[src/edge_monostable_period_timer_pkg.sv]
// constants shared by the edge-triggered monostable period timer.
// assumes a single 50 MHz clock and a plain strobed register port.
package edge_monostable_period_timer_pkg;

    // --------------------------------------------------------------
    // register offsets
    // --------------------------------------------------------------
    localparam logic [2:0] TIMER_CONTROL_OFFSET = 3'h0;
    localparam logic [2:0] PERIOD_VALUE_OFFSET  = 3'h1;
    localparam logic [2:0] MODE_SELECT_OFFSET   = 3'h2;
    localparam logic [2:0] TIMER_COUNT_OFFSET   = 3'h3;
    localparam logic [2:0] STATUS_OFFSET        = 3'h4;

    // --------------------------------------------------------------
    // field positions
    // --------------------------------------------------------------
    localparam int ON_BIT          = 7;
    localparam int CKPS_MSB        = 6;
    localparam int CKPS_LSB        = 4;
    localparam int OUTPS_MSB       = 3;
    localparam int OUTPS_LSB       = 0;
    localparam int STATUS_RUN_BIT  = 0;
    localparam int STATUS_WAIT_BIT = 1;

    // --------------------------------------------------------------
    // reset values
    // --------------------------------------------------------------
    localparam logic [7:0] TIMER_CONTROL_RESET = 8'h00;
    localparam logic [7:0] PERIOD_VALUE_RESET  = 8'hff;
    localparam logic [4:0] MODE_SELECT_RESET   = 5'h00;
    localparam logic [7:0] TIMER_COUNT_RESET   = 8'h00;
    localparam logic [6:0] PRESCALE_RESET      = 7'h00;

    // --------------------------------------------------------------
    // mode codes
    // --------------------------------------------------------------
    localparam logic [4:0] MODE_ONESHOT_RISE = 5'h11;
    localparam logic [4:0] MODE_ONESHOT_FALL = 5'h12;
    localparam logic [4:0] MODE_ONESHOT_BOTH = 5'h13;

    typedef enum logic [0:0] {
        SHOT_IDLE,
        SHOT_RUN
    } shot_state_e;

endpackage

[src/edge_monostable_period_timer.sv]
// period timer with prescaler, postscaler and edge-started one-shot.
// assumes the external reset input and register strobes are synchronous
// to i_mclk; read data appear one cycle after the read strobe.
`timescale 1ns/1ps
module edge_monostable_period_timer
    import edge_monostable_period_timer_pkg::*;
(
    // clock and reset
    input  wire logic       i_mclk,
    input  wire logic       i_rstn,
    // register port
    input  wire logic [2:0] i_addr,
    input  wire logic [7:0] i_wdata,
    input  wire logic       i_wr,
    input  wire logic       i_rd,
    output logic      [7:0] o_rdata,
    // external trigger
    input  wire logic       i_external_reset_input,
    // timer outputs
    output logic      [7:0] o_timer_count,
    output logic            o_timer_on,
    output logic            o_period_match,
    output logic            o_postscaled_match_output,
    output logic            o_pwm_restart
);

    // ------------------------------------------------------------------
    // helpers
    // ------------------------------------------------------------------
    function automatic logic is_oneshot(input logic [4:0] mode);
        is_oneshot = (mode == MODE_ONESHOT_RISE) ||
                     (mode == MODE_ONESHOT_FALL) ||
                     (mode == MODE_ONESHOT_BOTH);
    endfunction

    function automatic logic edge_hit(input logic [4:0] mode,
                                      input logic       prev,
                                      input logic       cur);
        logic rise;
        logic fall;
        rise = cur & ~prev;
        fall = prev & ~cur;
        edge_hit = ((mode == MODE_ONESHOT_RISE) & rise) |
                   ((mode == MODE_ONESHOT_FALL) & fall) |
                   ((mode == MODE_ONESHOT_BOTH) & (rise | fall));
    endfunction

    // low bits of the prescale counter that must all be ones for a tick
    function automatic logic [6:0] prescale_mask(input logic [2:0] sel);
        prescale_mask = 7'((8'h01 << sel) - 8'h01);
    endfunction

    // status word: run in progress and armed-but-idle flags
    function automatic logic [7:0] status_word(input logic run,
                                               input logic armed);
        status_word                  = 8'h00;
        status_word[STATUS_RUN_BIT]  = run;
        status_word[STATUS_WAIT_BIT] = armed;
    endfunction

    // one count step; eight bits wide so the wrap past 8'hff is intended
    function automatic logic [7:0] count_up(input logic [7:0] count);
        count_up = count + 8'h01;
    endfunction

    // ------------------------------------------------------------------
    // register file
    // ------------------------------------------------------------------
    logic [7:0] control_reg;
    logic [7:0] control_next;
    logic [7:0] period_reg;
    logic [7:0] period_next;
    logic [4:0] mode_reg;
    logic [4:0] mode_next;
    logic [7:0] rdata_reg;
    logic [7:0] rdata_next;

    logic       shot_done;
    logic       timer_on;
    logic [2:0] ckps;
    logic [3:0] outps;

    shot_state_e state_reg;
    shot_state_e state_next;
    logic [7:0]  count_reg;
    logic [7:0]  count_next;

    assign timer_on = control_reg[ON_BIT];
    assign ckps     = control_reg[CKPS_MSB:CKPS_LSB];
    assign outps    = control_reg[OUTPS_MSB:OUTPS_LSB];

    always_comb begin
        control_next = control_reg;
        period_next  = period_reg;
        mode_next    = mode_reg;
        // hardware clear first, so a software set in the same cycle wins
        if (shot_done) begin
            control_next[ON_BIT] = 1'b0;
        end
        if (i_wr) begin
            unique case (i_addr)
                TIMER_CONTROL_OFFSET: control_next = i_wdata;
                PERIOD_VALUE_OFFSET:  period_next  = i_wdata;
                MODE_SELECT_OFFSET:   mode_next    = i_wdata[4:0];
                // count and status are read-only; writes there drop
                default: ;
            endcase
        end
    end

    always_ff @(posedge i_mclk or negedge i_rstn) begin
        if (!i_rstn) begin
            control_reg <= TIMER_CONTROL_RESET;
            period_reg  <= PERIOD_VALUE_RESET;
            mode_reg    <= MODE_SELECT_RESET;
        end else begin
            control_reg <= control_next;
            period_reg  <= period_next;
            mode_reg    <= mode_next;
        end
    end

    // ------------------------------------------------------------------
    // read data
    // ------------------------------------------------------------------
    // read data live one cycle and fall back to zero, so a stale word
    // is never mistaken for a fresh answer
    always_comb begin
        rdata_next = 8'h00;
        if (i_rd) begin
            unique case (i_addr)
                TIMER_CONTROL_OFFSET: rdata_next = control_reg;
                PERIOD_VALUE_OFFSET:  rdata_next = period_reg;
                MODE_SELECT_OFFSET:   rdata_next = {3'h0, mode_reg};
                TIMER_COUNT_OFFSET:   rdata_next = count_reg;
                STATUS_OFFSET:        rdata_next = status_word(
                    state_reg == SHOT_RUN,
                    timer_on & is_oneshot(mode_reg) &
                    (state_reg == SHOT_IDLE));
                default:              rdata_next = 8'h00;
            endcase
        end
    end

    always_ff @(posedge i_mclk or negedge i_rstn) begin
        if (!i_rstn) begin
            rdata_reg <= 8'h00;
        end else begin
            rdata_reg <= rdata_next;
        end
    end

    // ------------------------------------------------------------------
    // trigger edge detect
    // ------------------------------------------------------------------
    // previous level resets to the idle low of the line, so leaving reset
    // shows no false edge; the line is sampled every cycle, armed or not,
    // so a level standing before arming is never taken as an edge
    logic ext_prev_reg;
    logic ext_prev_next;

    always_comb begin
        ext_prev_next = i_external_reset_input;
    end

    always_ff @(posedge i_mclk or negedge i_rstn) begin
        if (!i_rstn) begin
            ext_prev_reg <= 1'b0;
        end else begin
            ext_prev_reg <= ext_prev_next;
        end
    end

    // ------------------------------------------------------------------
    // prescaler, counter and one-shot sequencing
    // ------------------------------------------------------------------
    logic [6:0] presc_reg;
    logic [6:0] presc_next;
    logic       match_reg;
    logic       match_next;
    logic       restart_reg;
    logic       restart_next;

    logic       oneshot;
    logic       start_edge;
    logic       counting;
    logic       tick;
    logic       at_period;

    assign oneshot    = is_oneshot(mode_reg);
    // edges only matter while armed and idle
    assign start_edge = timer_on & oneshot & (state_reg == SHOT_IDLE) &
                        edge_hit(mode_reg, ext_prev_reg,
                                 i_external_reset_input);
    assign counting   = timer_on & (!oneshot || state_reg == SHOT_RUN);
    // a tick needs every masked prescale bit set; code 000 ticks always
    assign tick       = counting &
                        ((presc_reg & prescale_mask(ckps)) ==
                         prescale_mask(ckps));
    // equality only: a period lowered below the live count mid-run is
    // missed until the count wraps past zero
    assign at_period  = (count_reg == period_reg);
    assign shot_done  = oneshot & (state_reg == SHOT_RUN) & tick &
                        at_period;

    // one process serves off, one-shot and free-run: a single writer
    always_comb begin
        state_next   = state_reg;
        count_next   = count_reg;
        presc_next   = presc_reg;
        match_next   = 1'b0;
        restart_next = 1'b0;
        if (!timer_on) begin
            // off: everything back to its reset state
            state_next = SHOT_IDLE;
            count_next = TIMER_COUNT_RESET;
            presc_next = PRESCALE_RESET;
        end else if (oneshot) begin
            // a mode write takes effect at once, even in mid-run
            unique case (state_reg)
                SHOT_IDLE: begin
                    // prescaler restarts with each run, so the first tick
                    // lands a full prescale period after the edge
                    presc_next = PRESCALE_RESET;
                    count_next = TIMER_COUNT_RESET;
                    if (start_edge) begin
                        state_next   = SHOT_RUN;
                        restart_next = 1'b1;
                    end
                end
                SHOT_RUN: begin
                    presc_next = presc_reg + 7'h01;
                    if (tick) begin
                        if (at_period) begin
                            // hold the count; enable drops next cycle
                            state_next = SHOT_IDLE;
                            match_next = 1'b1;
                        end else begin
                            count_next = count_up(count_reg);
                        end
                    end
                end
            endcase
        end else begin
            // free-running period mode for every other code
            presc_next = presc_reg + 7'h01;
            if (tick) begin
                if (at_period) begin
                    count_next   = TIMER_COUNT_RESET;
                    match_next   = 1'b1;
                    restart_next = 1'b1;
                end else begin
                    count_next = count_up(count_reg);
                end
            end
        end
    end

    always_ff @(posedge i_mclk or negedge i_rstn) begin
        if (!i_rstn) begin
            state_reg    <= SHOT_IDLE;
            count_reg    <= TIMER_COUNT_RESET;
            presc_reg    <= PRESCALE_RESET;
            match_reg    <= 1'b0;
            restart_reg  <= 1'b0;
        end else begin
            state_reg    <= state_next;
            count_reg    <= count_next;
            presc_reg    <= presc_next;
            match_reg    <= match_next;
            restart_reg  <= restart_next;
        end
    end

    // ------------------------------------------------------------------
    // postscaler
    // ------------------------------------------------------------------
    // cleared with the enable so a new run starts a fresh ratio; the
    // match of the last one-shot tick still passes while it clears when outps is 0
    edge_postscaler edge_postscaler_inst (
        .i_mclk  (i_mclk),
        .i_rstn  (i_rstn),
        .i_clear (~timer_on),
        .i_ratio (outps),
        .i_match (match_reg),
        .o_pulse (o_postscaled_match_output)
    );

    // ------------------------------------------------------------------
    // outputs
    // ------------------------------------------------------------------
    assign o_rdata        = rdata_reg;
    assign o_timer_count  = count_reg;
    assign o_timer_on     = timer_on;
    // both pulses come straight from flip-flops and last one cycle, except free-run at period 0 with prescale 1:1, where they stay high
    assign o_period_match = match_reg;
    assign o_pwm_restart  = restart_reg;

endmodule

[src/edge_postscaler.sv]
// output postscaler: passes one in every ratio+1 period matches.
// assumes i_clear is held while the timer is off.
`timescale 1ns/1ps
module edge_postscaler
    import edge_monostable_period_timer_pkg::*;
(
    // clock and reset
    input  wire logic       i_mclk,
    input  wire logic       i_rstn,
    // control
    input  wire logic       i_clear,
    input  wire logic [3:0] i_ratio,
    // match in, divided match out
    input  wire logic       i_match,
    output logic            o_pulse
);

    logic [3:0] div_reg;
    logic [3:0] div_next;
    logic       pulse_reg;
    logic       pulse_next;

    always_comb begin
        div_next   = div_reg;
        pulse_next = 1'b0;
        // a match still passes in the cycle the timer switches off, so
        // the final match of a one-shot run reaches the output when i_ratio is 0
        if (i_match) begin
            if (div_reg >= i_ratio) begin
                div_next   = 4'h0;
                pulse_next = 1'b1;
            end else begin
                div_next = div_reg + 4'h1;
            end
        end
        if (i_clear) begin
            div_next = 4'h0;
        end
    end

    always_ff @(posedge i_mclk or negedge i_rstn) begin
        if (!i_rstn) begin
            div_reg   <= 4'h0;
            pulse_reg <= 1'b0;
        end else begin
            div_reg   <= div_next;
            pulse_reg <= pulse_next;
        end
    end

    assign o_pulse = pulse_reg;

endmodule

[config.mk]
export PLATFORM = sky130hd
export DESIGN_NAME = edge_monostable_period_timer
export DESIGN_NICKNAME = d
export VERILOG_FILES = /design/src/edge_monostable_period_timer_pkg.sv /design/src/edge_monostable_period_timer.sv /design/src/edge_postscaler.sv
export SDC_FILE = /design/constraint.sdc
export NUM_CORES = 1
export LEC_CHECK = 0
export CAP_MARGIN = 20
export CORE_AREA = 3 3 78 80
export CTS_CLUSTER_SIZE = 28
export DETAILED_ROUTE_END_ITERATION = 10
export DIE_AREA = 0 0 81 83
export DONT_BUFFER_PORTS = 1
export GPL_ROUTABILITY_DRIVEN = 0
export PLACE_DENSITY = 0.7
export REMOVE_ABC_BUFFERS = 1
export SETUP_SLACK_MARGIN = 0.5
export SLEW_MARGIN = 15
export SYNTH_ARGS = -nofsm -noshare
export SYNTH_HDL_FRONTEND = slang
export SYNTH_HIERARCHICAL = 1
export SYNTH_SLANG_ARGS = --single-unit
[constraint.sdc]
create_clock -name i_mclk -period 3.7 [get_ports i_mclk]
set_input_delay 0.555 -clock i_mclk [delete_from_list [all_inputs] [get_ports i_mclk]]
set_output_delay 0.555 -clock i_mclk [all_outputs]
set_load 0.01 [all_outputs]
==> results of run 1 <==
-- through the flow --
| stage | cells | worst slack [ns] | hold WS [ns] |
|---|---|---|---|
| 2_1_floorplan | 257 | 0.925 | 0.259 |
| 3_3_place_gp | 330 | 0.753 | 0.261 |
| 3_5_place_dp | 330 | 0.641 | 0.261 |
| 4_1_cts | 338 | 0.618 | 0.0702 |
| 5_1_grt | 338 | 0.569 | 0.0514 |
| 6_report | 338 | 0.787 | 0.0709 |
-- repair_timing --
item,4_1_cts,5_1_grt
gates resized for setup,0,1
hold buffers,1,0
buffers inserted,0,0
hold endpoints to repair,45,0
setup endpoints to repair,0,7
-- power groups by stage --
stage / combinational [mW] / clock, mW / sequential [mW]
floorplan: 0.254 / 0 / 0.732
global placement: 0.294 / 0 / 0.761
detailed placement: 0.300 / 0 / 0.765
CTS: 0.316 / 0.343 / 0.754
global route: 0.353 / 0.369 / 0.768
finish: 0.316 / 0.337 / 0.754
-- critical path: cells and delay by family, from the launching register on --
family | cells | cell delay, ns
adders and majority gates | 1 | 0.27
DFF | 1 | 0.52
and+or+nand+nor | 4 | 1.72
buffers and inverters | 1 | 0.08
AOI/OAI and AO/OA | 2 | 0.26
-- kinds of logic (layout without fill, tap and decap cells) --
| kind of cell | Yosys count | count (layout) |
|---|---|---|
| buffers and inverters | 20 | 19 |
| AOI/OAI and AO/OA | 50 | 50 |
| xor gates and xnor gates | 14 | 14 |
| muxes | 29 | 29 |
| adders and majority gates | 10 | 10 |
| DFF | 53 | 53 |
| and+or+nand+nor | 91 | 91 |
-- placed cells by master (no fill, tap or decap), types with 4 or more instances in the layout --
| cell | count |
|---|---|
| nand3_1 | 7 |
| nand2b_1 | 6 |
| ha_1 | 10 |
| mux2i_1 | 4 |
| o21ai_0 | 5 |
| nor3_1 | 6 |
| inv_1 | 10 |
| nand2_1 | 11 |
| o21a_1 | 4 |
| a31oi_1 | 7 |
| mux4_2 | 4 |
| clkbuf_8 | 6 |
| xnor2_1 | 11 |
| dfrtp_1 | 45 |
| a21oi_1 | 12 |
| o31ai_1 | 5 |
| nor2b_1 | 4 |
| dfstp_2 | 8 |
| nor2_1 | 22 |
| mux2_2 | 21 |
-- per-layer routing --
metal  track usage [%]  wire (um)  vias to the layer above
met5                 0          0                        -
met4              6.45        104                        0
met3              5.21        433                       13
met2              34.1       3180                       70
met1              28.0       2760                     1033
li1                  -          -                      979
-- final timing paths --
check	start	end	slack, ns	depth (start not counted)
setup / recovery	control_reg[6]$_DFFE_PN0P_	o_timer_count[4]$_DFFE_PN0P_	0.79	8
hold / removal	i_rstn	edge_postscaler_inst/o_pulse$_DFF_PN0_	0.07	1
setup reg to reg	control_reg[6]$_DFFE_PN0P_	o_timer_count[4]$_DFFE_PN0P_	0.79	8
hold reg to reg	presc_reg[0]$_DFF_PN0_	presc_reg[0]$_DFF_PN0_	0.51	1
max in group asynchronous	i_rstn	control_reg[4]$_DFFE_PN0P_	3.41	1
min in group i_mclk	i_external_reset_input	ext_prev_reg$_DFF_PN0_	0.26	0
-- area by class of cell --
type / instances / area share [%]
sequential: 53 / 43.0
tap: 72 / 2.90
clock buffer: 6 / 2.66
clock inverter: 1 / 0.242
timing repair buffer: 2 / 1.13
inverter: 10 / 1.21
multi-input combinational: 194 / 48.8
==> report_table.html, run 1 <==
<table>
<tr><th>Metric</th><th>Value</th></tr>
<tr><th colspan="2">Run status</th></tr>
<tr><td>Outcome</td><td>finished, final reports clean</td></tr>
<tr><th colspan="2">Critical path</th></tr>
<tr><td>Longest individual stage delay on the worst path</td><td>0.66 ns</td></tr>
<tr><td>Slowest stage cell, crit path</td><td>or4_4</td></tr>
<tr><td>Arrival time at the worst endpoint</td><td>3.15 ns</td></tr>
<tr><td>List of cells traversed by the critical path</td><td>nor3_1 -&gt; inv_1 -&gt; ha_1 -&gt; or3b_2 -&gt; a31oi_1 -&gt; or4_4 -&gt; or4_1 -&gt; a21oi_1</td></tr>
<tr><td>Kind of end point of the critical path</td><td>register</td></tr>
<tr><td>Classification of the worst setup path</td><td>reg2reg</td></tr>
<tr><td>Required time of the critical path</td><td>3.94 ns</td></tr>
<tr><td>Max Fanout on Critical Path</td><td>16</td></tr>
<tr><td>Crit path launch type</td><td>register</td></tr>
<tr><th colspan="2">Floorplan</th></tr>
<tr><td>Die Height</td><td>83 um</td></tr>
<tr><td>Die Outline Area</td><td>6720 sq um</td></tr>
<tr><td>Number of standard-cell rows in the floorplan</td><td>27</td></tr>
<tr><td>Top-level port count</td><td>36</td></tr>
<tr><td>Initial Util</td><td>53.9%</td></tr>
<tr><td>Horizontal extent of the die</td><td>81 um</td></tr>
<tr><td>Core footprint</td><td>5470 sq um</td></tr>
<tr><th colspan="2">Yosys</th></tr>
<tr><td>Share of synthesized cell area in and, or, nand and nor gates</td><td>17.7%</td></tr>
<tr><td>Post-synthesis xor/xnor area fraction</td><td>4.15%</td></tr>
<tr><td>EDFF count, synth</td><td>0</td></tr>
<tr><td>Most frequent cells after synthesis</td><td>dfrtp_1 (45), nor2_1 (22), mux2_2 (21)</td></tr>
<tr><td>Number of instances in the synthesized netlist</td><td>267</td></tr>
<tr><td>Mux share of post-synthesis cell area</td><td>12.4%</td></tr>
<tr><td>Combinational family with the most area after synthesis</td><td>simple AND/OR/NAND/NOR gates</td></tr>
<tr><td>Compound-cell area share of the yosys netlist</td><td>12.5%</td></tr>
<tr><td>Post-synthesis cell type with the largest combined area</td><td>dfrtp_1</td></tr>
<tr><td>Mean instance size in the synthesized netlist</td><td>11.1 sq um</td></tr>
<tr><td>Share of synthesized area occupied by flip-flops and latches</td><td>45.3%</td></tr>
<tr><td>Flop and latch count out of synthesis</td><td>53</td></tr>
<tr><td>Number of distinct standard cells referenced by the synthesized netlist</td><td>55</td></tr>
<tr><td>Post-synthesis share of cell area spent on full adders, half adders and majority gates</td><td>4.24%</td></tr>
<tr><td>Syn Std Cell Area</td><td>2950 sq um</td></tr>
<tr><td>Main flop type after synthesis</td><td>dfrtp_1</td></tr>
<tr><td>Async SR Flop Fraction</td><td>100%</td></tr>
<tr><td>Cell types occupying the most area after synthesis</td><td>dfrtp_1 (38%), mux2_2 (8.0%), dfstp_2 (7.1%), ha_1 (4.2%), xnor2_1 (3.3%)</td></tr>
<tr><td>Most common cell in the netlist</td><td>dfrtp_1</td></tr>
<tr><td>Share of Yosys cell area claimed by the top area cell type</td><td>38.2%</td></tr>
<tr><td>Synthesis Warnings</td><td>6</td></tr>
<tr><th colspan="2">STA</th></tr>
<tr><td>RSZ-0062 raised after global routing</td><td>false</td></tr>
<tr><td>Upper clock frequency limit</td><td>343 MHz</td></tr>
<tr><td>Relative slew margins</td><td>46.1%</td></tr>
<tr><td>Hold Vio Cnt, Final</td><td>0</td></tr>
<tr><td>Clock skew after layout</td><td>0.0134 ns</td></tr>
<tr><td>Worst Tran Pin Value</td><td>0.805 ns</td></tr>
<tr><td>Total Neg Setup Slack</td><td>0 ns</td></tr>
<tr><td>Final count of pins violating max slew</td><td>0</td></tr>
<tr><td>Final setup vio count</td><td>0</td></tr>
<tr><td>Min cycle time layout</td><td>2.91 ns</td></tr>
<tr><td>Period Utilization, post-route</td><td>78.7%</td></tr>
<tr><th colspan="2">Placement</th></tr>
<tr><td>Cell area after placement</td><td>2980 sq um</td></tr>
<tr><td>Quantity of I/O buffers inserted on ports</td><td>0</td></tr>
<tr><td>HPWL after detailed placement</td><td>4580 um</td></tr>
<tr><th colspan="2">Drt</th></tr>
<tr><td>Drt initial violations</td><td>163</td></tr>
<tr><td>Pre-Repair DR Iteration Count</td><td>4</td></tr>
<tr><td>Routed via count</td><td>2095</td></tr>
<tr><td>Number of DRC violations after detailed routing</td><td>0</td></tr>
<tr><td>Drt wl/cell</td><td>19.2 um</td></tr>
<tr><td>Remaining antenna violation count</td><td>0</td></tr>
<tr><td>Vias/cell</td><td>6.20</td></tr>
<tr><td>Total wirelength of the detailed-routed design</td><td>6470 um</td></tr>
<tr><th colspan="2">CTS</th></tr>
<tr><td>Longest Clk Path Bufs</td><td>2</td></tr>
<tr><td>Clk root buf</td><td>clkbuf_8</td></tr>
<tr><td>Clock latency of the later-clocked register in the worst-skew pair</td><td>0.31 ns</td></tr>
<tr><td>Clock-pin slew of the registers on the worst-case setup and hold paths</td><td>0.10 ns</td></tr>
<tr><td>TritonCTS Sinks</td><td>53</td></tr>
<tr><td>Deepest level of the CTS H-tree</td><td>2</td></tr>
<tr><td>CTS tree</td><td>done</td></tr>
<tr><td>Number of buffers inserted during clock tree synthesis</td><td>5</td></tr>
<tr><th colspan="2">Pwr</th></tr>
<tr><td>Sequential group share of total power</td><td>53.6%</td></tr>
<tr><td>Power share of the combinational group</td><td>22.5%</td></tr>
<tr><td>Net switching power</td><td>437 uW</td></tr>
<tr><td>Power density over cell area</td><td>453 nW/um^2</td></tr>
<tr><td>Sw Ratio</td><td>31.0%</td></tr>
<tr><td>Internal portion of total power</td><td>971 uW</td></tr>
<tr><td>Overall Power</td><td>1.41 mW</td></tr>
<tr><td>Clk pwr share</td><td>24.0%</td></tr>
<tr><td>Worst IR Drop VDD</td><td>0.000211 V</td></tr>
<tr><td>Leak pwr</td><td>1.25 nW</td></tr>
<tr><th colspan="2">Finish</th></tr>
<tr><td>Net count of the finished layout</td><td>292</td></tr>
<tr><td>Storage cell area</td><td>1340 sq um</td></tr>
<tr><td>Number of fillers in the final layout</td><td>476</td></tr>
<tr><td>Final design area excluding fillers</td><td>3100 sq um</td></tr>
<tr><td>Area of the multi-input gates</td><td>1520 sq um</td></tr>
<tr><td>Share of final-layout standard cells stronger than drive strength 1</td><td>21.4%</td></tr>
<tr><td>Area added between synthesis and finish</td><td>5.17%</td></tr>
<tr><td>Antenna Cells</td><td>0</td></tr>
<tr><td>Utilization after layout</td><td>56.7%</td></tr>
<tr><th colspan="2">GRT</th></tr>
<tr><td>Maximum number of pins on one net before global-route repair</td><td>46</td></tr>
<tr><td>Overflow left after global routing</td><td>0</td></tr>
<tr><td>Vias in the first global route</td><td>2157</td></tr>
<tr><td>Wire length of the first global-routing pass</td><td>11100 um</td></tr>
<tr><td>All-Layer GR Usage</td><td>21.2%</td></tr>
<tr><td>Number of antenna violations at the first check in global routing</td><td>0</td></tr>
<tr><th colspan="2">Min path</th></tr>
<tr><td>Hold WC Path Type</td><td>in2async</td></tr>
<tr><th colspan="2">Flow run</th></tr>
<tr><td>Max Cap Violations</td><td>0</td></tr>
</table>
No activity file was read; power rests on OpenSTA's default activity.
==> inputs of run 2 (changes only) <==
--- a/config.mk
+++ b/config.mk
@@ -5,11 +5,12 @@
 export SDC_FILE = /design/constraint.sdc
 export NUM_CORES = 1
 export LEC_CHECK = 0
+export ABC_AREA = 1
 export CAP_MARGIN = 20
-export CORE_AREA = 3 3 78 80
+export CORE_AREA = 3 3 79 81
 export CTS_CLUSTER_SIZE = 28
 export DETAILED_ROUTE_END_ITERATION = 10
-export DIE_AREA = 0 0 81 83
+export DIE_AREA = 0 0 82 84
 export DONT_BUFFER_PORTS = 1
 export GPL_ROUTABILITY_DRIVEN = 0
 export PLACE_DENSITY = 0.7
==> constraint.sdc (replaced) <==
create_clock -name i_mclk -period 2.7 [get_ports i_mclk]
set_input_delay 0.405 -clock i_mclk [delete_from_list [all_inputs] [get_ports i_mclk]]
set_output_delay 0.405 -clock i_mclk [all_outputs]
set_load 0.01 [all_outputs]
==> run 2 against run 1 <==
Routed wire length up 5.0%. Clock power up 39%. Global-route usage up 0.26 points. Register-to-register slack worse by 0.05 ns. Flip-flop and latch count unchanged. Area after synthesis up 2.3%. Hold slack better by 0.050 ns. Die area up 2.5%. Utilization up 1.5 points. Critical path type unchanged. Highest routed layer unchanged.
==> report_table.html, run 2 <==
<table>
<tr><th>Metric</th><th>Value</th></tr>
<tr><th colspan="2">Floorplan</th></tr>
<tr><td>Horizontal extent of the die</td><td>82 um (was 81 um)</td></tr>
<tr><td>Core footprint</td><td>5540 sq um (was 5470 sq um)</td></tr>
<tr><td>Top-level port count</td><td>36 (unchanged)</td></tr>
<tr><td>Die Height</td><td>84 um (was 83 um)</td></tr>
<tr><td>Die Outline Area</td><td>6890 sq um (was 6720 sq um)</td></tr>
<tr><td>Initial Util</td><td>54.5% (was 53.9%)</td></tr>
<tr><td>Number of standard-cell rows in the floorplan</td><td>27 (unchanged)</td></tr>
<tr><th colspan="2">Min path</th></tr>
<tr><td>Hold WC Path Type</td><td>in2reg (was in2async)</td></tr>
<tr><td>Hold path start</td><td>i_external_reset_input</td></tr>
<tr><th colspan="2">STA</th></tr>
<tr><td>Relative slew margins</td><td>67.1% (was 46.1%)</td></tr>
<tr><td>Final count of pins violating max slew</td><td>0 (unchanged)</td></tr>
<tr><td>Worst Tran Pin Value</td><td>0.493 ns (was 0.805 ns)</td></tr>
<tr><td>Upper clock frequency limit</td><td>508 MHz (was 343 MHz)</td></tr>
<tr><td>Hold WS</td><td>0.121 ns (was 0.0709 ns)</td></tr>
<tr><td>Final setup vio count</td><td>0 (unchanged)</td></tr>
<tr><td>RSZ-0062 raised after global routing</td><td>false (unchanged)</td></tr>
<tr><td>Hold Vio Cnt, Final</td><td>0 (unchanged)</td></tr>
<tr><td>Min cycle time layout</td><td>1.97 ns (was 2.91 ns)</td></tr>
<tr><td>Period Utilization, post-route</td><td>72.8% (was 78.7%)</td></tr>
<tr><td>Total Neg Setup Slack</td><td>0 ns (unchanged)</td></tr>
<tr><td>Clock skew after layout</td><td>0.0111 ns (was 0.0134 ns)</td></tr>
<tr><th colspan="2">Pwr</th></tr>
<tr><td>Sequential group share of total power</td><td>51.6% (was 53.6%)</td></tr>
<tr><td>Internal portion of total power</td><td>1.32 mW (was 971 uW)</td></tr>
<tr><td>Power density over cell area</td><td>642 nW/um^2 (was 453 nW/um^2)</td></tr>
<tr><td>Net switching power</td><td>751 uW (was 437 uW)</td></tr>
<tr><td>Sw Ratio</td><td>36.3% (was 31.0%)</td></tr>
<tr><td>Clk pwr share</td><td>22.5% (was 24.0%)</td></tr>
<tr><td>Power share of the combinational group</td><td>25.9% (was 22.5%)</td></tr>
<tr><td>Overall Power</td><td>2.07 mW (was 1.41 mW)</td></tr>
<tr><td>Leak pwr</td><td>1.61 nW (was 1.25 nW)</td></tr>
<tr><td>Worst IR Drop VDD</td><td>0.000398 V (was 0.000211 V)</td></tr>
<tr><th colspan="2">Critical path</th></tr>
<tr><td>Classification of the worst setup path</td><td>reg2reg (unchanged)</td></tr>
<tr><td>Setup crit start</td><td>control_reg[6]$_DFFE_PN0P_ (unchanged)</td></tr>
<tr><td>Slowest stage cell, crit path</td><td>dfrtp_1 (was or4_4)</td></tr>
<tr><td>Number of buffer and inverter instances along the worst setup path</td><td>1 (unchanged)</td></tr>
<tr><td>List of cells traversed by the critical path</td><td>inv_1 -&gt; nand2_1 -&gt; ha_1 -&gt; or2_2 -&gt; nand2_1 -&gt; nor2_1 -&gt; nand2_1 -&gt; o21bai_4 -&gt; nand2_4 -&gt; nand2_1 -&gt; o21ai_0 (was nor3_1 -&gt; inv_1 -&gt; ha_1 -&gt; or3b_2 -&gt; a31oi_1 -&gt; or4_4 -&gt; or4_1 -&gt; a21oi_1)</td></tr>
<tr><td>Kind of end point of the critical path</td><td>register (unchanged)</td></tr>
<tr><td>Max Fanout on Critical Path</td><td>14 (was 16)</td></tr>
<tr><td>Crit path launch type</td><td>register (unchanged)</td></tr>
<tr><td>Arrival time at the worst endpoint</td><td>2.19 ns (was 3.15 ns)</td></tr>
<tr><td>Required time of the critical path</td><td>2.93 ns (was 3.94 ns)</td></tr>
<tr><td>Longest individual stage delay on the worst path</td><td>0.47 ns (was 0.66 ns)</td></tr>
<tr><td>R2r startpoint</td><td>control_reg[6]$_DFFE_PN0P_ (unchanged)</td></tr>
<tr><td>Cell seen most often among critical-path stages</td><td>nand2_1</td></tr>
<tr><td>Kind of cell with the highest combined delay on the critical path</td><td>simple AND/OR/NAND/NOR gates (unchanged)</td></tr>
<tr><th colspan="2">CTS</th></tr>
<tr><td>Clock-pin slew of the registers on the worst-case setup and hold paths</td><td>0.09 ns (was 0.10 ns)</td></tr>
<tr><td>Clock latency of the later-clocked register in the worst-skew pair</td><td>0.31 ns (about the same)</td></tr>
<tr><td>Clk root buf</td><td>clkbuf_8 (unchanged)</td></tr>
<tr><td>CTS tree</td><td>done (unchanged)</td></tr>
<tr><td>Deepest level of the CTS H-tree</td><td>2 (unchanged)</td></tr>
<tr><td>Count of buffers added by post-CTS timing repair for setup</td><td>0 (unchanged)</td></tr>
<tr><td>TritonCTS Sinks</td><td>53 (unchanged)</td></tr>
<tr><td>Longest Clk Path Bufs</td><td>2 (unchanged)</td></tr>
<tr><td>Number of buffers inserted during clock tree synthesis</td><td>5 (unchanged)</td></tr>
<tr><th colspan="2">Finish</th></tr>
<tr><td>Net count of the finished layout</td><td>435 (was 292)</td></tr>
<tr><td>Area of the multi-input gates</td><td>1430 sq um (was 1520 sq um)</td></tr>
<tr><td>Most common library cell in the layout ignoring fill and taps</td><td>nand2_1 (was dfrtp_1)</td></tr>
<tr><td>Antenna Cells</td><td>0 (unchanged)</td></tr>
<tr><td>Area added between synthesis and finish</td><td>6.88% (was 5.17%)</td></tr>
<tr><td>Utilization after layout</td><td>58.3% (was 56.7%)</td></tr>
<tr><td>Number of fillers in the final layout</td><td>519 (was 476)</td></tr>
<tr><td>Share of final-layout standard cells stronger than drive strength 1</td><td>7.32% (was 21.4%)</td></tr>
<tr><td>Storage cell area</td><td>1340 sq um (unchanged)</td></tr>
<tr><td>Commonest non-fill, non-tap cells in the layout</td><td>nand2_1 (125), inv_1 (62), dfrtp_1 (45) (was dfrtp_1 (45), nor2_1 (22), mux2_2 (21))</td></tr>
<tr><th colspan="2">Run status</th></tr>
<tr><td>Outcome</td><td>finished, final reports clean (unchanged)</td></tr>
<tr><th colspan="2">Drt</th></tr>
<tr><td>Total wirelength of the detailed-routed design</td><td>6800 um (was 6470 um)</td></tr>
<tr><td>Drt wl/cell</td><td>14.1 um (was 19.2 um)</td></tr>
<tr><td>Number of DRC violations after detailed routing</td><td>0 (unchanged)</td></tr>
<tr><td>Remaining antenna violation count</td><td>0 (unchanged)</td></tr>
<tr><td>Drt initial violations</td><td>162 (was 163)</td></tr>
<tr><td>Routed via count</td><td>2573 (was 2095)</td></tr>
<tr><td>Vias/cell</td><td>5.34 (was 6.20)</td></tr>
<tr><td>Pre-Repair DR Iteration Count</td><td>4 (unchanged)</td></tr>
<tr><th colspan="2">Yosys</th></tr>
<tr><td>Number of instances in the synthesized netlist</td><td>405 (was 267)</td></tr>
<tr><td>Share of synthesized area occupied by flip-flops and latches</td><td>44.2% (was 45.3%)</td></tr>
<tr><td>Async SR Flop Fraction</td><td>100% (unchanged)</td></tr>
<tr><td>Post-synthesis cell type with the largest combined area</td><td>dfrtp_1 (unchanged)</td></tr>
<tr><td>Share of Yosys cell area claimed by the top area cell type</td><td>37.3% (was 38.2%)</td></tr>
<tr><td>Synthesis Warnings</td><td>6 (unchanged)</td></tr>
<tr><td>Mean instance size in the synthesized netlist</td><td>7.46 sq um (was 11.1 sq um)</td></tr>
<tr><td>EDFF count, synth</td><td>0 (unchanged)</td></tr>
<tr><td>Number of distinct standard cells referenced by the synthesized netlist</td><td>32 (was 55)</td></tr>
<tr><td>Most common cell in the netlist</td><td>nand2_1 (was dfrtp_1)</td></tr>
<tr><td>Syn Std Cell Area</td><td>3020 sq um (was 2950 sq um)</td></tr>
<tr><td>Main flop type after synthesis</td><td>dfrtp_1 (unchanged)</td></tr>
<tr><td>Flop and latch count out of synthesis</td><td>53 (unchanged)</td></tr>
<tr><td>Cell types occupying the most area after synthesis</td><td>dfrtp_1 (37%), nand2_1 (16%), inv_1 (7.7%), dfstp_2 (7.0%), nand3_1 (5.1%) (was dfrtp_1 (38%), mux2_2 (8.0%), dfstp_2 (7.1%), ha_1 (4.2%), xnor2_1 (3.3%))</td></tr>
<tr><td>Most frequent cells after synthesis</td><td>nand2_1 (125), inv_1 (62), dfrtp_1 (45) (was dfrtp_1 (45), nor2_1 (22), mux2_2 (21))</td></tr>
<tr><th colspan="2">Flow run</th></tr>
<tr><td>Max Cap Violations</td><td>0 (unchanged)</td></tr>
<tr><th colspan="2">GRT</th></tr>
<tr><td>All-Layer GR Usage</td><td>21.5% (was 21.2%)</td></tr>
<tr><td>Maximum number of pins on one net before global-route repair</td><td>54 (was 46)</td></tr>
<tr><td>Vias in the first global route</td><td>2413 (was 2157)</td></tr>
<tr><td>Number of antenna violations at the first check in global routing</td><td>0 (unchanged)</td></tr>
<tr><td>Overflow left after global routing</td><td>0 (unchanged)</td></tr>
<tr><td>Wire length of the first global-routing pass</td><td>11600 um (was 11100 um)</td></tr>
<tr><th colspan="2">Placement</th></tr>
<tr><td>HPWL after detailed placement</td><td>5090 um (was 4580 um)</td></tr>
<tr><td>Quantity of I/O buffers inserted on ports</td><td>0 (unchanged)</td></tr>
</table>
==> run 2: cell types whose count changed in the layout (fill, tap and decap cells not counted), moves of 5 or more <==
cell      delta
o21ai_0     +24
xnor2_1      -5
nor2_1       +9
nand2b_1     -6
nand3_1     +24
inv_1       +52
mux2_2      -21
nand2_1    +114
==> run 2: final cells by class <==
type	count	area share (%)
clock buffer	8	2.79
timing repair buffer	3	1.40
inverter	63	7.33
sequential	53	41.4
tap	72	2.79
multi-input combinational	283	44.3
==> run 2: through the flow <==
stage	area, sq um	setup WS, ns	std cells
floorplan	2990	0.841	399
global placement	3090	0.743	472
detailed placement	3090	0.659	472
CTS	3210	0.644	482
global route	3230	0.522	482
finish	3230	0.733	482
==> run 2: cell families after synthesis <==
logic type               Yosys count  share of synthesized area [%]
XOR/XNOR                           6                           1.74
buffers and inverters             69                           8.91
flip-flops                        53                           44.2
adder cells (fa/ha/maj)           10                           4.14
AO/OA/AOI/OAI                     65                           13.0
AND/OR/NAND/NOR                  202                           28.0
==> run 2: routing by layer <==
layer | up-vias | wire length (um) | global-route usage [%]
li1 | 1297 | - | -
met1 | 1203 | 3170 | 30.7
met2 | 65 | 3160 | 33.1
met3 | 8 | 393 | 4.43
met4 | 0 | 72 | 4.83
met5 | - | 0 | 0
==> run 2: what timing repair did <==
| item | in CTS | in global routing |
|---|---|---|
| hold buffers | 2 | 0 |
| setup endpoints to repair | 0 | 8 |
| gates resized for setup | 0 | 3 |
| endpoints found under the hold margin | 53 | 0 |
==> run 2: worst paths after layout <==
check	to	slack (ns)	depth (start not counted)
min	ext_prev_reg$_DFF_PN0_	0.12	0
max reg2reg	o_timer_count[7]$_DFFE_PN0P_	0.73	11
min in group asynchronous	o_rdata[7]$_DFF_PN0_	0.62	2
max	o_timer_count[7]$_DFFE_PN0P_	0.73	11
max in group asynchronous	period_reg[1]$_DFFE_PN1P_	1.79	2
min reg2reg	presc_reg[0]$_DFF_PN0_	0.50	1
==> run 2: power groups by stage <==
| stage | Combinational (mW) | Clock (mW) | Sequential (mW) |
|---|---|---|---|
| finish | 0.537 | 0.467 | 1.07 |
| global route | 0.638 | 0.513 | 1.09 |
| CTS | 0.531 | 0.475 | 1.07 |
| detailed placement | 0.507 | 0 | 1.08 |
| global placement | 0.491 | 0 | 1.08 |
| floorplan | 0.414 | 0 | 1.04 |
==> inputs of run 3 (changes only) <==
==> constraint.sdc (replaced) <==
create_clock -name i_mclk -period 1.9 [get_ports i_mclk]
set_input_delay 0.285 -clock i_mclk [delete_from_list [all_inputs] [get_ports i_mclk]]
set_output_delay 0.285 -clock i_mclk [all_outputs]
set_load 0.01 [all_outputs]
==> run 3 against run 2 <==
The run now ends with hold timing left. Setup slack got worse by 0.71 ns. Maximum frequency increased by 4.5%. Register-to-register slack got worse by 0.71 ns. Sequential power increased by 38%. Critical endpoint is now o_timer_count[5]$_DFFE_PN0P_. Clock-buffer cell count decreased by 1. Global-route usage increased by 1.6 points. Highest routed layer unchanged. Die area unchanged. Routed wire length increased by 11%. Clock skew about the same. Via count increased by 7.9%. Cell area increased by 13%. Combinational power increased by 110%.
==> report_table.html, run 3 (synthesized netlist as in run 2, its figures left out) <==
<table>
<tr><th>Metric</th><th>Value</th></tr>
<tr><th colspan="2">Run status</th></tr>
<tr><td>Outcome</td><td>finished with violations (was finished, final reports clean)</td></tr>
<tr><td>Violations in the final reports</td><td>hold timing</td></tr>
<tr><th colspan="2">Finish</th></tr>
<tr><td>Antenna Cells</td><td>0 (unchanged)</td></tr>
<tr><td>Number of fillers in the final layout</td><td>482 (was 519)</td></tr>
<tr><td>Commonest non-fill, non-tap cells in the layout</td><td>nand2_1 (113), inv_1 (59), dfrtp_1 (44) (was nand2_1 (125), inv_1 (62), dfrtp_1 (45))</td></tr>
<tr><td>Net count of the finished layout</td><td>469 (was 435)</td></tr>
<tr><td>Area of the multi-input gates</td><td>1560 sq um (was 1430 sq um)</td></tr>
<tr><td>Most common library cell in the layout ignoring fill and taps</td><td>nand2_1 (unchanged)</td></tr>
<tr><td>Area added between synthesis and finish</td><td>20.5% (was 6.88%)</td></tr>
<tr><td>Share of final-layout standard cells stronger than drive strength 1</td><td>20.7% (was 7.32%)</td></tr>
<tr><td>Storage cell area</td><td>1340 sq um (about the same)</td></tr>
<tr><th colspan="2">Pwr</th></tr>
<tr><td>Leak pwr</td><td>1.80 nW (was 1.61 nW)</td></tr>
<tr><td>Overall Power</td><td>3.43 mW (was 2.07 mW)</td></tr>
<tr><td>Worst IR Drop VDD</td><td>0.000608 V (was 0.000398 V)</td></tr>
<tr><td>Power density over cell area</td><td>942 nW/um^2 (was 642 nW/um^2)</td></tr>
<tr><th colspan="2">Placement</th></tr>
<tr><td>Pre-CTS WS</td><td>-0.0855 ns (was 0.659 ns)</td></tr>
<tr><td>Quantity of I/O buffers inserted on ports</td><td>0 (unchanged)</td></tr>
<tr><td>HPWL after detailed placement</td><td>5180 um (was 5090 um)</td></tr>
<tr><th colspan="2">STA</th></tr>
<tr><td>Period Utilization, post-route</td><td>99.0% (was 72.8%)</td></tr>
<tr><td>Upper clock frequency limit</td><td>531 MHz (was 508 MHz)</td></tr>
<tr><td>Final setup vio count</td><td>0 (unchanged)</td></tr>
<tr><td>Relative slew margins</td><td>67.1% (about the same)</td></tr>
<tr><td>Final count of pins violating max slew</td><td>0 (unchanged)</td></tr>
<tr><td>Min cycle time layout</td><td>1.88 ns (was 1.97 ns)</td></tr>
<tr><td>Worst Tran Pin Value</td><td>0.492 ns (was 0.493 ns)</td></tr>
<tr><td>RSZ-0062 raised after global routing</td><td>true (was false)</td></tr>
<tr><td>Hold Vio Cnt, Final</td><td>53 (was 0)</td></tr>
<tr><td>Clock skew after layout</td><td>0.0108 ns (was 0.0111 ns)</td></tr>
<tr><td>Minimum setup slack in the final design</td><td>0.0184 ns (was 0.733 ns)</td></tr>
<tr><td>Hold WS</td><td>-0.354 ns (was 0.121 ns)</td></tr>
<tr><th colspan="2">Floorplan</th></tr>
<tr><td>Die Height</td><td>84 um (unchanged)</td></tr>
<tr><td>Core footprint</td><td>5540 sq um (unchanged)</td></tr>
<tr><td>Horizontal extent of the die</td><td>82 um (unchanged)</td></tr>
<tr><td>Initial Util</td><td>54.5% (unchanged)</td></tr>
<tr><td>Die Outline Area</td><td>6890 sq um (unchanged)</td></tr>
<tr><td>Number of standard-cell rows in the floorplan</td><td>27 (unchanged)</td></tr>
<tr><td>Top-level port count</td><td>36 (unchanged)</td></tr>
<tr><th colspan="2">CTS</th></tr>
<tr><td>Number of buffers inserted during clock tree synthesis</td><td>5 (unchanged)</td></tr>
<tr><td>Clock-pin slew of the registers on the worst-case setup and hold paths</td><td>0.10 ns (was 0.09 ns)</td></tr>
<tr><td>Longest Clk Path Bufs</td><td>2 (unchanged)</td></tr>
<tr><td>TritonCTS Sinks</td><td>53 (unchanged)</td></tr>
<tr><td>Clock latency of the later-clocked register in the worst-skew pair</td><td>0.32 ns (was 0.31 ns)</td></tr>
<tr><td>Deepest level of the CTS H-tree</td><td>2 (unchanged)</td></tr>
<tr><td>Clk root buf</td><td>clkbuf_8 (unchanged)</td></tr>
<tr><td>Hold-fix buffers at CTS</td><td>1 (was 2)</td></tr>
<tr><td>CTS tree</td><td>done (unchanged)</td></tr>
<tr><th colspan="2">GRT</th></tr>
<tr><td>Wire length of the first global-routing pass</td><td>12300 um (was 11600 um)</td></tr>
<tr><td>Overflow left after global routing</td><td>0 (unchanged)</td></tr>
<tr><td>Maximum number of pins on one net before global-route repair</td><td>54 (unchanged)</td></tr>
<tr><td>All-Layer GR Usage</td><td>23.1% (was 21.5%)</td></tr>
<tr><td>Number of antenna violations at the first check in global routing</td><td>0 (unchanged)</td></tr>
<tr><td>Vias in the first global route</td><td>2521 (was 2413)</td></tr>
<tr><th colspan="2">Critical path</th></tr>
<tr><td>Kind of end point of the critical path</td><td>register (unchanged)</td></tr>
<tr><td>Longest individual stage delay on the worst path</td><td>0.42 ns (was 0.47 ns)</td></tr>
<tr><td>Crit path launch type</td><td>register (unchanged)</td></tr>
<tr><td>Cell seen most often among critical-path stages</td><td>nand2_2 (was nand2_1)</td></tr>
<tr><td>Classification of the worst setup path</td><td>reg2reg (unchanged)</td></tr>
<tr><td>Max Fanout on Critical Path</td><td>7 (was 14)</td></tr>
<tr><td>List of cells traversed by the critical path</td><td>nor2_2 -&gt; nand2_2 -&gt; ha_4 -&gt; or2_4 -&gt; nand2_2 -&gt; nor2_2 -&gt; nand2_2 -&gt; o21bai_4 -&gt; nand2_4 -&gt; nand2_1 -&gt; o21ai_1 (was inv_1 -&gt; nand2_1 -&gt; ha_1 -&gt; or2_2 -&gt; nand2_1 -&gt; nor2_1 -&gt; nand2_1 -&gt; o21bai_4 -&gt; nand2_4 -&gt; nand2_1 -&gt; o21ai_0)</td></tr>
<tr><td>Slowest stage cell, crit path</td><td>dfrtp_1 (unchanged)</td></tr>
<tr><td>Arrival time at the worst endpoint</td><td>2.09 ns (was 2.19 ns)</td></tr>
<tr><td>Required time of the critical path</td><td>2.11 ns (was 2.93 ns)</td></tr>
<tr><th colspan="2">Drt</th></tr>
<tr><td>Total wirelength of the detailed-routed design</td><td>7560 um (was 6800 um)</td></tr>
<tr><td>Vias/cell</td><td>5.38 (was 5.34)</td></tr>
<tr><td>Drt wl/cell</td><td>14.7 um (was 14.1 um)</td></tr>
<tr><td>Number of DRC violations after detailed routing</td><td>0 (unchanged)</td></tr>
<tr><td>Routed via count</td><td>2776 (was 2573)</td></tr>
<tr><td>Pre-Repair DR Iteration Count</td><td>6 (was 4)</td></tr>
<tr><td>Drt initial violations</td><td>187 (was 162)</td></tr>
<tr><td>Remaining antenna violation count</td><td>0 (unchanged)</td></tr>
<tr><th colspan="2">Flow run</th></tr>
<tr><td>Max Cap Violations</td><td>0 (unchanged)</td></tr>
<tr><th colspan="2">Min path</th></tr>
<tr><td>Hold WC Path Type</td><td>in2async (was in2reg)</td></tr>
</table>
run 3: final cells by class:
class	count	area share [%]
repair buffers	36	8.22
flip-flops and latches	53	36.7
clock buffers	7	2.37
well taps	72	2.48
inverters	63	6.50
multi-input cells	284	42.9
clock inverters	1	0.825
run 3: final timing paths:
| kind | start | end | slack (ns) | depth (start not counted) |
|---|---|---|---|---|
| min in group i_mclk | i_wdata[7] | period_reg[7]$_DFFE_PN1P_ | 0.08 | 2 |
| max reg2reg | control_reg[5]$_DFFE_PN0P_ | o_timer_count[5]$_DFFE_PN0P_ | 0.02 | 11 |
| min reg2reg | presc_reg[0]$_DFF_PN0_ | presc_reg[0]$_DFF_PN0_ | 0.49 | 1 |
| max | control_reg[5]$_DFFE_PN0P_ | o_timer_count[5]$_DFFE_PN0P_ | 0.02 | 11 |
| max in group asynchronous | i_rstn | period_reg[6]$_DFFE_PN1P_ | 2.05 | 0 |
| min | i_rstn | o_rdata[7]$_DFF_PN0_ | -0.35 | 0 |
run 3: metrics by stage:
step | std cells | util, % | TNS [ns] | area (sq um)
after floorplan | 399 | - | 0 | 2990
after CTS | 507 | 62.5 | 0 | 3460
final | 516 | 65.7 | 0 | 3640
after detailed placement | 489 | 58.0 | -0.492 | 3210
after global routing | 516 | 65.7 | -0.504 | 3640
after global placement | 489 | 58.0 | -0.113 | 3210
run 3: where the power goes:
part	switching (mW)	internal [mW]	total [mW]	leakage, nW
sequential	0.185	1.30	1.48	0.685
combinational	0.639	0.495	1.13	1.06
clock	0.382	0.430	0.812	0.0585
total	1.21	2.22	3.43	1.80
run 3: critical path, delay by kind of cell (launching register included):
kind / cells / cell delay [ns]
compound gates: 2 / 0.27
fa+ha+maj: 1 / 0.26
flops: 1 / 0.42
simple gates: 8 / 0.81
run 3: per-layer routing:
metal	wire length [um]	global-route usage [%]	share of wire [%]
met2	3620	35.0	48
met4	139	7.25	1.8
met3	518	5.62	6.8
met1	3280	32.2	43
met5	0	0	0
run 3: timing repair:
action	in CTS	in global routing
pin swaps	12	15
hold endpoints to repair	54	53
gates resized for setup	16	33
gates cloned	1	0
buffers inserted	8	9
endpoints found under the setup margin	14	18
